<file path="src/common/wdt_pkg.sv">
package wdt_pkg;
    // Register byte offsets
    localparam logic [4:0] ADDR_CONTROL = 5'h00;
    localparam logic [4:0] ADDR_KICK = 5'h04;
    localparam logic [4:0] ADDR_STATE = 5'h08;
    localparam logic [4:0] ADDR_COUNT_BYTE0 = 5'h0c;
    localparam logic [4:0] ADDR_COUNT_BYTE1 = 5'h10;
    localparam logic [4:0] ADDR_COUNT_BYTE2 = 5'h14;
    localparam logic [4:0] ADDR_COUNT_BYTE3 = 5'h18;
    localparam int ADDR_W = 5;
    // Control field positions
    localparam int CTL_RUN_BIT = 0;
    localparam int CTL_IRQ_FIRST_BIT = 1;
    localparam int CTL_LOCK_BIT = 3;
    localparam int CTL_CODE_LSB = 4;
    localparam int CODE_W = 4;
    // State field positions
    localparam int ST_IRQ_FIRST_LSB = 4;
    localparam int ST_NO_RESET_BIT = 6;
    localparam int ST_IRQ_BIT = 7;
    // Kick magic and period base
    localparam logic [15:0] KICK_MAGIC = 16'h1984;
    localparam int PERIOD_BASE_EXP = 16;
    localparam int COUNT_W = 32;
    // Reset values
    localparam logic [31:0] COUNT_RESET = 32'h0001_0000;
    localparam int RESET_PULSE_CYCLES = 1;
    // AXI responses
    localparam logic [1:0] RESP_OKAY = 2'h0;
    localparam logic [1:0] RESP_SLVERR = 2'h2;

    // Control fields as held
    typedef struct packed {
        logic [CODE_W-1:0] period_code;
        logic lock_bit;
        logic irq_first;
        logic run;
    } wdt_ctl_t;

    // Register-write event toward the core
    typedef struct packed {
        logic ctl_we;
        logic [31:0] ctl_wdata;
        logic kick_we;
        logic [31:0] kick_wdata;
    } wdt_wr_t;
endpackage

</file>
<file path="src/hw/wdt_period.sv">
`timescale 1ns/1ps
// Period code to load value decoder
module wdt_period (
    input wire logic [wdt_pkg::CODE_W-1:0] period_code,
    output logic [wdt_pkg::COUNT_W-1:0] load_value
);
    // Power of two; code 0xf reaches bit 31
    always_comb begin
        load_value = wdt_pkg::COUNT_W'(1) << (wdt_pkg::PERIOD_BASE_EXP + int'(period_code));
    end
endmodule // wdt_period

</file>
<file path="src/hw/wdt_axil.sv">
`timescale 1ns/1ps
// AXI4-Lite slave front end; read data comes from the core
module wdt_axil (
    input wire logic aclk,
    input wire logic aresetn,
    input wire logic [wdt_pkg::ADDR_W-1:0] s_awaddr,
    input wire logic s_awvalid,
    output logic s_awready,
    input wire logic [31:0] s_wdata,
    input wire logic [3:0] s_wstrb,
    input wire logic s_wvalid,
    output logic s_wready,
    output logic [1:0] s_bresp,
    output logic s_bvalid,
    input wire logic s_bready,
    input wire logic [wdt_pkg::ADDR_W-1:0] s_araddr,
    input wire logic s_arvalid,
    output logic s_arready,
    output logic [31:0] s_rdata,
    output logic [1:0] s_rresp,
    output logic s_rvalid,
    input wire logic s_rready,
    output wdt_pkg::wdt_wr_t wr,
    output logic [wdt_pkg::ADDR_W-1:0] rd_addr,
    input wire logic [31:0] rd_data,
    input wire logic rd_hit
);
    // Whole slave state
    typedef struct packed {
        logic aw_have;
        logic [wdt_pkg::ADDR_W-1:0] aw_addr;
        logic w_have;
        logic [31:0] w_data;
        logic [3:0] w_strb;
        logic bvalid;
        logic [1:0] bresp;
        logic rvalid;
        logic [31:0] rdata;
        logic [1:0] rresp;
    } wdt_axs_t;

    wdt_axs_t s_q; // Registered state
    wdt_axs_t s_d; // Next state
    logic do_write; // Both halves held, no response pending
    logic do_read; // Read address accepted

    assign s_awready = !s_q.aw_have && !s_q.bvalid;
    assign s_wready = !s_q.w_have && !s_q.bvalid;
    assign s_arready = !s_q.rvalid;
    assign s_bvalid = s_q.bvalid;
    assign s_bresp = s_q.bresp;
    assign s_rvalid = s_q.rvalid;
    assign s_rdata = s_q.rdata;
    assign s_rresp = s_q.rresp;
    assign rd_addr = s_araddr;
    assign do_write = s_q.aw_have && s_q.w_have && !s_q.bvalid;
    assign do_read = s_arvalid && s_arready;

    // Write strobes to the core; partial writes are taken whole since
    // the fields of interest all sit in the low half word
    always_comb begin
        wr = '0;
        if (do_write && (s_q.w_strb != 4'h0)) begin
            wr.ctl_we = (s_q.aw_addr == wdt_pkg::ADDR_CONTROL);
            wr.kick_we = (s_q.aw_addr == wdt_pkg::ADDR_KICK);
        end
        wr.ctl_wdata = s_q.w_data;
        wr.kick_wdata = s_q.w_data;
    end

    // Channel bookkeeping
    always_comb begin
        s_d = s_q;
        if (s_awvalid && s_awready) begin
            s_d.aw_have = 1'b1;
            s_d.aw_addr = s_awaddr;
        end
        if (s_wvalid && s_wready) begin
            s_d.w_have = 1'b1;
            s_d.w_data = s_wdata;
            s_d.w_strb = s_wstrb;
        end
        if (do_write) begin
            s_d.aw_have = 1'b0;
            s_d.w_have = 1'b0;
            s_d.bvalid = 1'b1;
            // Only control and kick are writable
            s_d.bresp = ((s_q.aw_addr == wdt_pkg::ADDR_CONTROL) ||
                         (s_q.aw_addr == wdt_pkg::ADDR_KICK)) ?
                        wdt_pkg::RESP_OKAY : wdt_pkg::RESP_SLVERR;
        end else if (s_q.bvalid && s_bready) begin
            s_d.bvalid = 1'b0;
        end
        if (do_read) begin
            s_d.rvalid = 1'b1;
            s_d.rdata = rd_data;
            s_d.rresp = rd_hit ? wdt_pkg::RESP_OKAY : wdt_pkg::RESP_SLVERR;
        end else if (s_q.rvalid && s_rready) begin
            s_d.rvalid = 1'b0;
        end
    end

    // State register
    always_ff @(posedge aclk) begin
        if (!aresetn) begin
            s_q <= '0;
        end else begin
            s_q <= s_d;
        end
    end
endmodule // wdt_axil

</file>
<file path="src/hw/wdt_top.sv">
// Chosen here: the AXI4-Lite register port.
`timescale 1ns/1ps
// Operation
// Run bit enables decrement and timeouts
// Magic kick write reloads and restarts count
// Enable and kick load selected period
// Load value is two to code plus sixteen
// Code change waits for kick or reload
// Lock while running blocks clearing run
// Lock bit stays set until reset
// Interrupt-first clear: every timeout resets
// Interrupt-first: irq first, reset if pending
// Any reset clears pending interrupt
// Interrupt output and status flag
// Count readable as four bytes, low first
// No interrupt during halt or standby
// Reserved control bits read zero
// Seven registers at offsets 0x00 to 0x18
// Software disables, kicks, then enables
// Software follows interrupt setup order
// Decrement once per clock while enabled
// Count frozen in low power, resumes
// Valid kick clears pending interrupt
// Non-magic kick writes ignored
// Reset request pulse, interrupt held level
module wdt_top (
    input wire logic aclk,
    input wire logic aresetn,
    input wire logic [wdt_pkg::ADDR_W-1:0] s_awaddr,
    input wire logic s_awvalid,
    output logic s_awready,
    input wire logic [31:0] s_wdata,
    input wire logic [3:0] s_wstrb,
    input wire logic s_wvalid,
    output logic s_wready,
    output logic [1:0] s_bresp,
    output logic s_bvalid,
    input wire logic s_bready,
    input wire logic [wdt_pkg::ADDR_W-1:0] s_araddr,
    input wire logic s_arvalid,
    output logic s_arready,
    output logic [31:0] s_rdata,
    output logic [1:0] s_rresp,
    output logic s_rvalid,
    input wire logic s_rready,
    input wire logic low_power,
    input wire logic por_seen_n,
    output logic wdog_irq,
    output logic wdog_reset_req
);
    ////////////////////////////////////////////////////////////////////////
    // Types and state
    ////////////////////////////////////////////////////////////////////////

    // Core state, one struct
    typedef struct packed {
        wdt_pkg::wdt_ctl_t ctl;
        logic [wdt_pkg::COUNT_W-1:0] count;
        logic irq;
        logic rst_req;
        logic no_reset;
    } wdt_core_t;

    wdt_core_t c_q; // Registered core state
    wdt_core_t c_d; // Next core state
    wdt_pkg::wdt_wr_t wr; // Write events from the bus slave
    logic [wdt_pkg::ADDR_W-1:0] rd_addr; // Read address from bus
    logic [31:0] rd_data; // Read mux result
    logic rd_hit; // Read address is mapped
    logic [wdt_pkg::COUNT_W-1:0] load_value; // Period from code after this cycle's write
    logic kick_ok; // Magic kick this cycle
    logic run_rise; // Run bit goes from clear to set
    logic run_next; // Run bit after this cycle's write
    logic timeout; // Count at zero while running

    ////////////////////////////////////////////////////////////////////////
    // Submodules
    ////////////////////////////////////////////////////////////////////////

    // Bus slave, one write and one read at a time
    wdt_axil u_axil (
        .aclk(aclk),
        .aresetn(aresetn),
        .s_awaddr(s_awaddr),
        .s_awvalid(s_awvalid),
        .s_awready(s_awready),
        .s_wdata(s_wdata),
        .s_wstrb(s_wstrb),
        .s_wvalid(s_wvalid),
        .s_wready(s_wready),
        .s_bresp(s_bresp),
        .s_bvalid(s_bvalid),
        .s_bready(s_bready),
        .s_araddr(s_araddr),
        .s_arvalid(s_arvalid),
        .s_arready(s_arready),
        .s_rdata(s_rdata),
        .s_rresp(s_rresp),
        .s_rvalid(s_rvalid),
        .s_rready(s_rready),
        .wr(wr),
        .rd_addr(rd_addr),
        .rd_data(rd_data),
        .rd_hit(rd_hit)
    );

    // Period decoder; fed from the code about to be used on a load
    wdt_period u_period (
        .period_code(c_d.ctl.period_code),
        .load_value(load_value)
    );

    ////////////////////////////////////////////////////////////////////////
    // Read decode
    ////////////////////////////////////////////////////////////////////////

    // Byte of the count, zero-extended to a word
    function automatic logic [31:0] count_byte(input logic [31:0] v, input int idx);
        count_byte = {24'h000000, v[idx*8 +: 8]};
    endfunction

    // Register read mux
    always_comb begin
        rd_data = 32'h0000_0000;
        rd_hit = 1'b1;
        case (rd_addr)
            wdt_pkg::ADDR_CONTROL: begin
                // Reserved bits 31:8 and 2 read zero
                rd_data[wdt_pkg::CTL_RUN_BIT] = c_q.ctl.run;
                rd_data[wdt_pkg::CTL_IRQ_FIRST_BIT] = c_q.ctl.irq_first;
                rd_data[wdt_pkg::CTL_LOCK_BIT] = c_q.ctl.lock_bit;
                rd_data[wdt_pkg::CTL_CODE_LSB +: wdt_pkg::CODE_W] = c_q.ctl.period_code;
            end
            wdt_pkg::ADDR_KICK: begin
                // Write-only, reads zero
                rd_data = 32'h0000_0000;
            end
            wdt_pkg::ADDR_STATE: begin
                rd_data[wdt_pkg::ST_IRQ_BIT] = c_q.irq;
                rd_data[wdt_pkg::ST_NO_RESET_BIT] = c_q.no_reset;
                rd_data[wdt_pkg::ST_IRQ_FIRST_LSB] = c_q.ctl.irq_first;
                rd_data[wdt_pkg::ST_IRQ_FIRST_LSB+1] = c_q.ctl.irq_first;
            end
            wdt_pkg::ADDR_COUNT_BYTE0: begin
                rd_data = count_byte(c_q.count, 0);
            end
            wdt_pkg::ADDR_COUNT_BYTE1: begin
                rd_data = count_byte(c_q.count, 1);
            end
            wdt_pkg::ADDR_COUNT_BYTE2: begin
                rd_data = count_byte(c_q.count, 2);
            end
            wdt_pkg::ADDR_COUNT_BYTE3: begin
                rd_data = count_byte(c_q.count, 3);
            end
            default: begin
                rd_hit = 1'b0;
            end
        endcase
    end

    ////////////////////////////////////////////////////////////////////////
    // Core logic
    ////////////////////////////////////////////////////////////////////////

    // Magic value only; anything else is dropped silently
    assign kick_ok = wr.kick_we && (wr.kick_wdata[15:0] == wdt_pkg::KICK_MAGIC);

    // Lock holds the run bit while running
    assign run_next = wr.ctl_we ?
        ((c_q.ctl.lock_bit && c_q.ctl.run) ? 1'b1 : wr.ctl_wdata[wdt_pkg::CTL_RUN_BIT]) :
        c_q.ctl.run;
    assign run_rise = run_next && !c_q.ctl.run;

    // Zero count while enabled and awake counts as a timeout
    assign timeout = c_q.ctl.run && !low_power && (c_q.count == '0);

    // Next state of the core
    always_comb begin
        c_d = c_q;
        c_d.rst_req = 1'b0; // One-cycle request by default
        // Control write; code and first-irq take effect in the held copy
        if (wr.ctl_we) begin
            c_d.ctl.period_code = wr.ctl_wdata[wdt_pkg::CTL_CODE_LSB +: wdt_pkg::CODE_W];
            c_d.ctl.irq_first = wr.ctl_wdata[wdt_pkg::CTL_IRQ_FIRST_BIT];
            // Sticky: a zero written leaves it set
            c_d.ctl.lock_bit = c_q.ctl.lock_bit |
                (wr.ctl_wdata[wdt_pkg::CTL_LOCK_BIT] && run_next);
        end
        c_d.ctl.run = run_next;
        if (run_rise || kick_ok) begin
            // Fresh countdown from the selected period
            c_d.count = load_value;
            if (kick_ok) begin
                c_d.irq = 1'b0;
            end
        end else if (timeout) begin
            // Reload picks up any new code; here is where R5 lands
            c_d.count = load_value;
            if (c_q.ctl.irq_first && !c_q.irq) begin
                c_d.irq = 1'b1;
            end else begin
                c_d.rst_req = 1'b1;
                c_d.no_reset = 1'b0;
            end
        end else if (c_q.ctl.run && !low_power) begin
            c_d.count = c_q.count - 32'h0000_0001;
        end
        // Halt or standby: count simply holds

    end

    // Core register; reset clears the interrupt
    always_ff @(posedge aclk) begin
        if (!aresetn) begin
            c_q.ctl <= '0;
            c_q.count <= wdt_pkg::COUNT_RESET;
            c_q.irq <= 1'b0;
            c_q.rst_req <= 1'b0;
            c_q.no_reset <= 1'b1;
        end else begin
            c_q <= c_d;
        end
    end

    assign wdog_irq = c_q.irq;
    assign wdog_reset_req = c_q.rst_req;

    // Strap input unused in this build beyond keeping the port defined
    logic por_unused;
    assign por_unused = por_seen_n;
endmodule // wdt_top

</file>
<file path="config.mk">
export PLATFORM = sky130hd
export DESIGN_NAME = wdt_top
export DESIGN_NICKNAME = d
export VERILOG_FILES = /design/src/common/wdt_pkg.sv /design/src/hw/wdt_period.sv /design/src/hw/wdt_axil.sv /design/src/hw/wdt_top.sv
export SDC_FILE = /design/constraint.sdc
export NUM_CORES = 1
export LEC_CHECK = 0
export BUFFER_PORTS_ARGS = -buffer_cell sky130_fd_sc_hd__buf_2
export CORE_MARGIN = 2
export CORE_UTILIZATION = 55
export DETAILED_ROUTE_END_ITERATION = 16
export PLACE_DENSITY_LB_ADDON = 0.12
export REMOVE_ABC_BUFFERS = 1
export SKIP_LAST_GASP = 1
export SYNTH_ARGS = -nofsm -noshare
export SYNTH_HDL_FRONTEND = slang
export SYNTH_SLANG_ARGS = --single-unit
</file>
<file path="constraint.sdc">
create_clock -name aclk -period 2.9 [get_ports aclk]
set_input_delay 0.29 -clock aclk [delete_from_list [all_inputs] [get_ports aclk]]
set_output_delay 0.29 -clock aclk [all_outputs]
set_load 0.01 [all_outputs]
</file>
==> run_results.csv, run 1 <==
group,metric,value,unit
status,outcome,"completed",
floorplan,rows,32,
critical_path,cp-start-kind,"register",
sta,min_period,2700,ps
cts,cts_resized,0,
yosys,synth_top_area_share,36.5,%
critical_path,r2r-start,"c_q[3]",
critical_path,cp.arrival,2940,ps
worst_hold_path,holdPathStages,2,
cells_and_area,final_common_cell,"dfxtp_1",
yosys,synth-edff-count,0,
sta,tns,0,ps
power,p_per_area,451,nW/um2
cts,ctsHoldBuffers,0,
placement,pre_cts_slack,218,ps
critical_path,reg2regPathDepth,9,
worst_hold_path,hp-start,"s_rready",
cts,cts_setup_buffers,0,
sta,setup_violations,0,
cells_and_area,num-fill-cells,747,
floorplan,die_h,93.8,um
yosys,synth_top_cell_by_area,"dfxtp_1",
cells_and_area,drive_gt1_share,17.7,%
yosys,netlist_instances,555,
cts,cts_made_buffers,9,
critical_path,r2r_end,"c_q[12]",
floorplan,dieArea,8800,um2
cells_and_area,n_antenna_cell,0,
cts,cts_tree,"yes",
critical_path,crit_required,3140,ps
critical_path,r2r_setup_slack,200,ps
yosys,synth_area,4440,um2
sta,finalWorstSetupSlack,200,ps
yosys,synth_ff_type,"dfxtp_1",
worst_hold_path,holdPathEnd,"u_axil.s_rvalid",
floorplan,start_util,57.1,%
critical_path,path_max_fanout,12,
cells_and_area,fin_util,62.8,%
sta,finalHoldViolations,0,
global_route,grt_pass1_wl,17.7,mm
cells_and_area,final_cells,707,
power,p_leak,0.00196,uW
sta,worst_pin_slew,689,ps
detailed_routing,drt_pre_antenna_iters,5,
cells_and_area,layout_common_cells,"dfxtp_1 (81), nand2_1 (71), nor2_1 (59)",
cts,clkTransAtPathRegs,80,ps
global_route,groute.layer.met1.usage,33.0,%
yosys,syn_area_per_cell,8.00,um2
global_route,grt_overflow_total,0,
sta,post-route-period-util,93.1,%
global_route,grt_pass1_vias,3669,
flow_run,maxCapViolCount,0,
placement,placement.io_buffers,54,
critical_path,crit_type,"reg -> reg",
yosys,ys.warnings.count,0,
detailed_routing,via_count,4139,
sta,fmax,0.370,GHz
yosys,ys_ff_latch,81,
floorplan,io_pins,98,
cts,clock-root-buffer,"clkbuf_8",
sta,grt_setup_unrepaired,"no",
global_route,grt_use_total,25.5,%
critical_path,endpoint_kind,"register",
critical_path,cp_slowest_stage_delay,520,ps
floorplan,core,7770,um2
placement,hpwl,8.15,mm
global_route,use_met2,42.5,%
yosys,ys_async_sr_fraction,0,%
sta,skew,8.12,ps
global_route,grt.busiest_layer,"met2",
yosys,synth_area_leaders,"dfxtp_1 (37%), buf_4 (6.1%), nand2_1 (6.0%), nor2_1 (5.0%), a21oi_1 (4.8%)",
sta,slew_headroom,53.9,%
critical_path,cpMaxStageDelayCell,"or3_1",
detailed_routing,ant_nets,0,
cts,clock_sinks,81,
worst_hold_path,hold_class,"in -> reg",
detailed_routing,drc_errors,0,
detailed_routing,wire_per_inst,15.4,um
cts,clock_latency,360,ps
critical_path,cp-startpoint,"c_q[3]",
sta,whs,114,ps
floorplan,die_x,93.8,um
global_route,grt_antenna_before_repair,0,
cts,h-tree-depth,3,
detailed_routing,viasPerCell,5.85,
global_route,grtUsageMet3,3.45,%
detailed_routing,drt_iter0_drc,366,
critical_path,cp_cell_sequence,"inv_1 -> ha_1 -> or4b_1 -> or3_1 -> nor3_4 -> nor2_2 -> nand2_1 -> buf_4 -> a21oi_1",
yosys,seq_area_frac_synth,36.5,%
cells_and_area,final_nets,658,
sta,drv_slew,0,
cells_and_area,syn_to_final_growth,9.95,%
placement,gp_congestion,0.992,
cts,clockBufferDepth,2,
global_route,grt_max_degree,23,
detailed_routing,routed_wl,10.9,mm
power,ir_drop,0.226,mV
placement,placed_cells,693,
yosys,yosysUniqueCellTypes,70,
==> layer usage <==
metal	routed length, um	vias up
met5	0	-
met4	308	0
met3	665	30
met2	5080	170
met1	4860	1913
li1	-	2026
==> per-stage QoR <==
| stage | instance area (um2) | power [uW] |
|---|---|---|
| global route | 4880 | 2290 |
| detailed placement | 4700 | 1410 |
| floorplan | 4150 | 1320 |
| finish | 4880 | 2200 |
| CTS | 4880 | 2210 |
| global placement | 4700 | 1410 |
==> how the worst max path moves through the flow <==
stage	endpoint	slack, ps	depth (start not counted)
floorplan	c_q[19]	400	8
global placement	c_q[12]	250	7
detailed placement	c_q[5]	220	9
CTS	c_q[12]	200	9
global route	c_q[12]	50	9
finish	c_q[12]	200	9
==> registers in the layout, indices dropped and copies added (netlist names) <==
signal           flops
u_axil.s_bresp       1
u_axil.s_rdata       8
u_axil.s_rvalid      1
wdog_reset_req       1
u_axil.s_bvalid      1
c_q                 40
u_axil.wr           16
wdog_irq             1
u_axil.s_rresp       1
u_axil.s_q          11
==> layout make-up <==
cell class / count / area [um2] / share of cell area (%)
multi-input combinational: 423 / 2480 / 50.8
sequential: 81 / 1620 / 33.2
timing repair buffer: 74 / 420 / 8.62
clock buffer: 11 / 141 / 2.90
tap: 102 / 128 / 2.62
inverter: 13 / 48.8 / 1.00
clock inverter: 3 / 42.5 / 0.872
==> Yosys cell counts, types with 4 or more instances <==
library cell and number:
nor2b_1 5, xor2_1 13, a21oi_1 43, xnor2_1 6, or4_1 6, nor4_1 12, nand3_1 16, o21ai_0 17
mux2i_1 8, or3_1 10, nor3_1 15, nand2_1 71, nor3b_1 7, buf_2 4, a31oi_1 11, nand2b_1 6
buf_4 36, a22oi_1 9, clkbuf_1 20, o211ai_1 11, dfxtp_1 81, nand4_1 8, inv_1 13, nor2_1 59
a211oi_1 4
==> critical path, delay by kind of cell (launching register included) <==
family                     cells  cell delay, ps
DFF                            1             330
adders and majority gates      1             160
and+or+nand+nor                5            1730
AOI/OAI and AO/OA              1              50
buffers and inverters          2             320
==> power breakdown <==
part	switching [uW]	total, uW	internal [uW]
clock network	397	808	411
logic	139	221	82.6
registers	25.9	1170	1140
==> cell families after synthesis <==
group                      count (synthesis)  synth area share [%]
xor gates and xnor gates                  19                  3.75
AOI/OAI and AO/OA                        124                  18.3
adders and majority gates                  1                 0.282
muxes                                     10                  2.31
DFF                                       81                  36.5
buffers and inverters                     76                  9.75
other                                      1                0.0845
and+or+nand+nor                          243                  29.0
Power figures use the tool's default switching activity.
==> inputs of run 2 (changes only) <==
--- a/config.mk
+++ b/config.mk
@@ -6,6 +6,7 @@
 export NUM_CORES = 1
 export LEC_CHECK = 0
 export BUFFER_PORTS_ARGS = -buffer_cell sky130_fd_sc_hd__buf_2
+export CORE_ASPECT_RATIO = 1.1
 export CORE_MARGIN = 2
 export CORE_UTILIZATION = 55
 export DETAILED_ROUTE_END_ITERATION = 16
==> constraint.sdc (replaced) <==
create_clock -name aclk -period 2.9 [get_ports aclk]
set_input_delay 0.29 -clock aclk [delete_from_list [all_inputs] [get_ports aclk]]
set_output_delay 0.29 -clock aclk [all_outputs]
set_load 0.005 [all_outputs]
==> run_results.csv, run 2 (synthesis results as in run 1) <==
group,metric,value,unit
global_route,grt_use_total,26.5,%
cts,cts_setup_buffers,0,
critical_path,endpoint_kind,"register",
global_route,grt_pass1_vias,3791,
critical_path,crit_type,"reg -> reg",
cts,cts_resized,0,
detailed_routing,viasPerCell,5.75,
power,p_leak,0.00197,uW
floorplan,io_pins,98,
critical_path,cp-start-kind,"register",
floorplan,die_h,98.2,um
sta,worst_pin_slew,1040,ps
detailed_routing,wire_per_inst,15.7,um
critical_path,worstPathBufferInverterCount,1,
cts,clockBufferDepth,2,
critical_path,cp.arrival,3020,ps
cts,ctsHoldBuffers,0,
cells_and_area,n_antenna_cell,0,
cts,clkTransAtPathRegs,90,ps
sta,skew,9.39,ps
detailed_routing,drt_pre_antenna_iters,5,
floorplan,core,7870,um2
placement,placement.io_buffers,54,
critical_path,path_max_fanout,11,
critical_path,cpMaxStageDelayCell,"or3_1",
sta,fmax,0.366,GHz
sta,tns,0,ps
critical_path,critPathTopFamily,"simple AND/OR/NAND/NOR gates",
cells_and_area,largest_reg_flops,40,
global_route,grt_antenna_before_repair,0,
sta,finalWorstSetupSlack,167,ps
floorplan,start_util,56.4,%
floorplan,rows,34,
placement,gp_congestion,0.969,
cells_and_area,top_register,"c_q",
sta,whs,118,ps
sta,grt_setup_unrepaired,"no",
cells_and_area,final_nets,657,
cells_and_area,drive_gt1_share,17.8,%
detailed_routing,drc_errors,0,
floorplan,die_x,89.6,um
power,power.total,2290,uW
cells_and_area,syn_to_final_growth,11.1,%
cts,h-tree-depth,3,
sta,min_period,2730,ps
global_route,grt_max_degree,24,
cts,cts_made_buffers,9,
sta,finalHoldViolations,0,
cells_and_area,num-fill-cells,745,
sta,slew_headroom,30.3,%
detailed_routing,via_count,4106,
global_route,grt_overflow_total,0,
placement,hpwl,8.40,mm
cts,clock_sinks,81,
placement,pre_cts_slack,206,ps
critical_path,cp_slowest_stage_delay,520,ps
critical_path,crit_required,3190,ps
detailed_routing,routed_wl,11.2,mm
global_route,grt_pass1_wl,18.3,mm
power,ir_drop,0.259,mV
sta,post-route-period-util,94.2,%
cts,cts_tree,"yes",
cts,clock-root-buffer,"clkbuf_8",
cells_and_area,final_common_cell,"dfxtp_1",
cells_and_area,layout_common_cells,"dfxtp_1 (81), nand2_1 (71), nor2_1 (59)",
sta,setup_violations,0,
critical_path,cp_cell_sequence,"inv_1 -> ha_1 -> or4b_1 -> or3_1 -> nor3_4 -> nor2_2 -> or3b_1 -> o211ai_1",
flow_run,maxCapViolCount,0,
floorplan,dieArea,8800,um2
detailed_routing,drt_iter0_drc,318,
power,p_per_area,465,nW/um2
status,outcome,"completed",
detailed_routing,ant_nets,0,
worst_hold_path,hold_class,"in -> reg",
cts,clock_latency,360,ps
sta,drv_slew,0,
-- run 2: cell types whose count changed in the layout (fill, tap and decap cells not counted) --
cell	previous run	this run
bufinv_16	1	2
buf_12	0	1
clkinvlp_4	1	2
clkinv_4	0	2
clkinv_2	1	0
clkbuf_8	10	9
buf_4	20	18
-- run 2: per-layer routing --
layer / vias to the layer above / global-route usage, % / part of all wire, %
met5: - / 0 / 0
met4: 0 / 12.9 / 3.7
met3: 32 / 4.56 / 6.8
met2: 179 / 43.0 / 48
met1: 1879 / 33.3 / 41
li1: 2016 / - / -
-- run 2: metrics by stage --
step                      instances  cell area (um2)  util (%)
after CTS                       714             4930      62.6
final                           714             4930      62.6
after global routing            714             4930      62.6
after detailed placement        698             4710      59.8
after floorplan                 517             4150         -
after global placement          698             4710      59.8
-- run 2: worst reg2reg max path: cells and delay by family, from the launching register on --
kind	cells	cell delay [ps]
simple gates	5	1910
flops	1	330
compound gates	1	190
fa+ha+maj	1	150
buf+inv	1	80
-- run 2: path summary, 6_finish.rpt --
kind | from | endpoint | slack [ps] | cells after the start
worst min register to register | c_q[0] | c_q[0] | 450 | 2
worst max-delay path | c_q[3] | c_q[32] | 170 | 8
worst max register to register | c_q[3] | c_q[32] | 170 | 8
worst min-delay path | s_rready | u_axil.s_rvalid | 120 | 2
-- run 2: where the power goes --
group	total (uW)	switching (uW)	internal, uW
clock	913	425	488
combinational	213	130	82.8
sequential	1170	25.8	1140
total	2290	580	1710
-- run 2: cell type report --
| class | instances | area [um2] | area share [%] |
|---|---|---|---|
| multi-input combinational | 423 | 2480 | 50.3 |
| sequential | 81 | 1620 | 32.9 |
| timing repair buffer | 73 | 425 | 8.63 |
| tap | 108 | 135 | 2.74 |
| clock buffer | 10 | 128 | 2.59 |
| clock inverter | 6 | 92.6 | 1.88 |
| inverter | 13 | 48.8 | 0.990 |
==> inputs of run 3 (changes only) <==
--- a/config.mk
+++ b/config.mk
@@ -10,6 +10,7 @@
 export CORE_MARGIN = 2
 export CORE_UTILIZATION = 55
 export DETAILED_ROUTE_END_ITERATION = 16
+export MAX_ROUTING_LAYER = met4
 export PLACE_DENSITY_LB_ADDON = 0.12
 export REMOVE_ABC_BUFFERS = 1
 export SKIP_LAST_GASP = 1
==> run_results.csv, run 3 (synthesis results as in run 1) <==
group,metric,value,unit
critical_path,critPathTopFamily,"simple AND/OR/NAND/NOR gates",
sta,drv_slew,0,
cts,clock_latency,350,ps
cells_and_area,layout_common_cells,"dfxtp_1 (81), nand2_1 (71), nor2_1 (59)",
placement,placement.io_buffers,54,
detailed_routing,ant_nets,0,
critical_path,cp_cell_sequence,"inv_1 -> ha_1 -> or4b_1 -> or3_1 -> nor3_4 -> nor2_2 -> or3b_1 -> o211ai_1",
cells_and_area,final_nets,661,
cts,cts_resized,0,
power,combPwrFrac,9.0,%
sta,finalWorstSetupSlack,227,ps
cells_and_area,final_common_cell,"dfxtp_1",
critical_path,endpoint_kind,"register",
critical_path,crit_type,"reg -> reg",
critical_path,crit_required,3180,ps
critical_path,worstPathBufferInverterCount,1,
floorplan,start_util,56.4,%
sta,slew_headroom,28.7,%
placement,pre_cts_slack,259,ps
sta,post-route-period-util,92.2,%
power,ir_drop,0.305,mV
sta,grt_setup_unrepaired,"no",
placement,gp_congestion,0.958,
power,seq_power_share,48.9,%
critical_path,cp.arrival,2950,ps
cts,cts_setup_buffers,0,
floorplan,io_pins,98,
worst_hold_path,hold_class,"in -> reg",
cts,ctsHoldBuffers,0,
power,power.total,2390,uW
sta,worst_pin_slew,1070,ps
cts,clock-root-buffer,"clkbuf_8",
global_route,grt_pass1_vias,3839,
cells_and_area,syn_to_final_growth,12.2,%
power,power.share.switching,24.0,%
detailed_routing,drt_pre_antenna_iters,5,
detailed_routing,drt_iter0_drc,314,
cts,clkTransAtPathRegs,90,ps
detailed_routing,viasPerCell,5.67,
sta,setup_violations,0,
cts,clockBufferDepth,2,
power,p_leak,0.00202,uW
critical_path,path_max_fanout,11,
cts,h-tree-depth,3,
cells_and_area,drive_gt1_share,18.4,%
global_route,grt_use_total,27.8,%
detailed_routing,wire_per_inst,15.9,um
critical_path,cp-start-kind,"register",
power,switchingPower,573,uW
cells_and_area,num-fill-cells,730,
power,pwr-share-clk,42.1,%
floorplan,die_h,98.2,um
sta,fmax,0.374,GHz
placement,hpwl,8.53,mm
cts,clock_sinks,81,
sta,finalHoldViolations,0,
sta,tns,0,ps
floorplan,rows,34,
global_route,grt_max_degree,28,
power,internal-power,1820,uW
sta,min_period,2670,ps
status,outcome,"completed",
floorplan,core,7870,um2
floorplan,dieArea,8800,um2
critical_path,cp_slowest_stage_delay,490,ps
critical_path,cpMaxStageDelayCell,"or4b_1",
global_route,grt_pass1_wl,18.5,mm
floorplan,die_x,89.6,um
power,p_per_area,480,nW/um2
cts,cts_tree,"yes",
flow_run,maxCapViolCount,0,
global_route,grt_overflow_total,0,
cells_and_area,top_register,"c_q",
detailed_routing,drc_errors,0,
sta,skew,8.49,ps
cts,cts_made_buffers,9,
cells_and_area,n_antenna_cell,0,
detailed_routing,routed_wl,11.4,mm
detailed_routing,via_count,4066,
global_route,grt_antenna_before_repair,0,
cells_and_area,largest_reg_flops,40,
critical_path,r2r_setup_slack,230,ps
## run 3: cell count changes in the layout (fill, tap and decap cells not counted)
cell        delta
clkbuf_1       -1
clkinvlp_4     -2
clkinv_4       -1
bufinv_16      +1
clkinv_2       +1
clkbuf_8       +1
buf_4          +4
## run 3: per-stage QoR
stage	area, um2	util, %	hold slack [ps]	instances
3_3_place_gp	4740	60.2	438	702
4_1_cts	4980	63.3	107	717
5_1_grt	4980	63.3	113	717
2_1_floorplan	4150	-	383	517
3_5_place_dp	4740	60.2	443	702
6_report	4980	63.3	118	717
## run 3: worst paths after layout
| check | startpoint | end | cells after the start |
|---|---|---|---|
| worst max-delay path | c_q[3] | c_q[32] | 8 |
| worst min-delay path | s_rready | u_axil.s_rvalid | 2 |
| worst max register to register | c_q[3] | c_q[32] | 8 |
| worst min register to register | u_axil.wr[14] | u_axil.wr[14] | 2 |
## run 3: layout make-up
class,instances,area (um2),area share (%)
Clock inverter,5,104,2.09
Tap cell,108,135,2.71
Multi-Input combinational cell,423,2480,49.7
Timing Repair Buffer,77,455,9.15
Clock buffer,10,138,2.76
Inverter,13,48.8,0.980
Sequential cell,81,1620,32.6
## run 3: power by group through the flow
stage,combinational [uW],sequential [uW],clock [uW]
2_1_floorplan,125,1190,0
3_3_place_gp,207,1190,0
3_5_place_dp,213,1200,0
4_1_cts,214,1170,1020
5_1_grt,244,1170,1070
6_report,215,1170,1010
## run 3: worst reg2reg max path, delay by kind of cell, from the launching register on
family          cells  cell delay [ps]
simple gates        5             1820
flops               1              330
compound gates      1              200
fa+ha+maj           1              170
buf+inv             1               90
## run 3: routing by layer
layer | global-route usage (%) | wire length [um] | vias up
li1 | - | - | 2021
met4 | 13.8 | 467 | 0
met3 | 4.14 | 669 | 33
met5 | - | 0 | -
met2 | 44.2 | 5430 | 168
met1 | 33.5 | 4830 | 1844
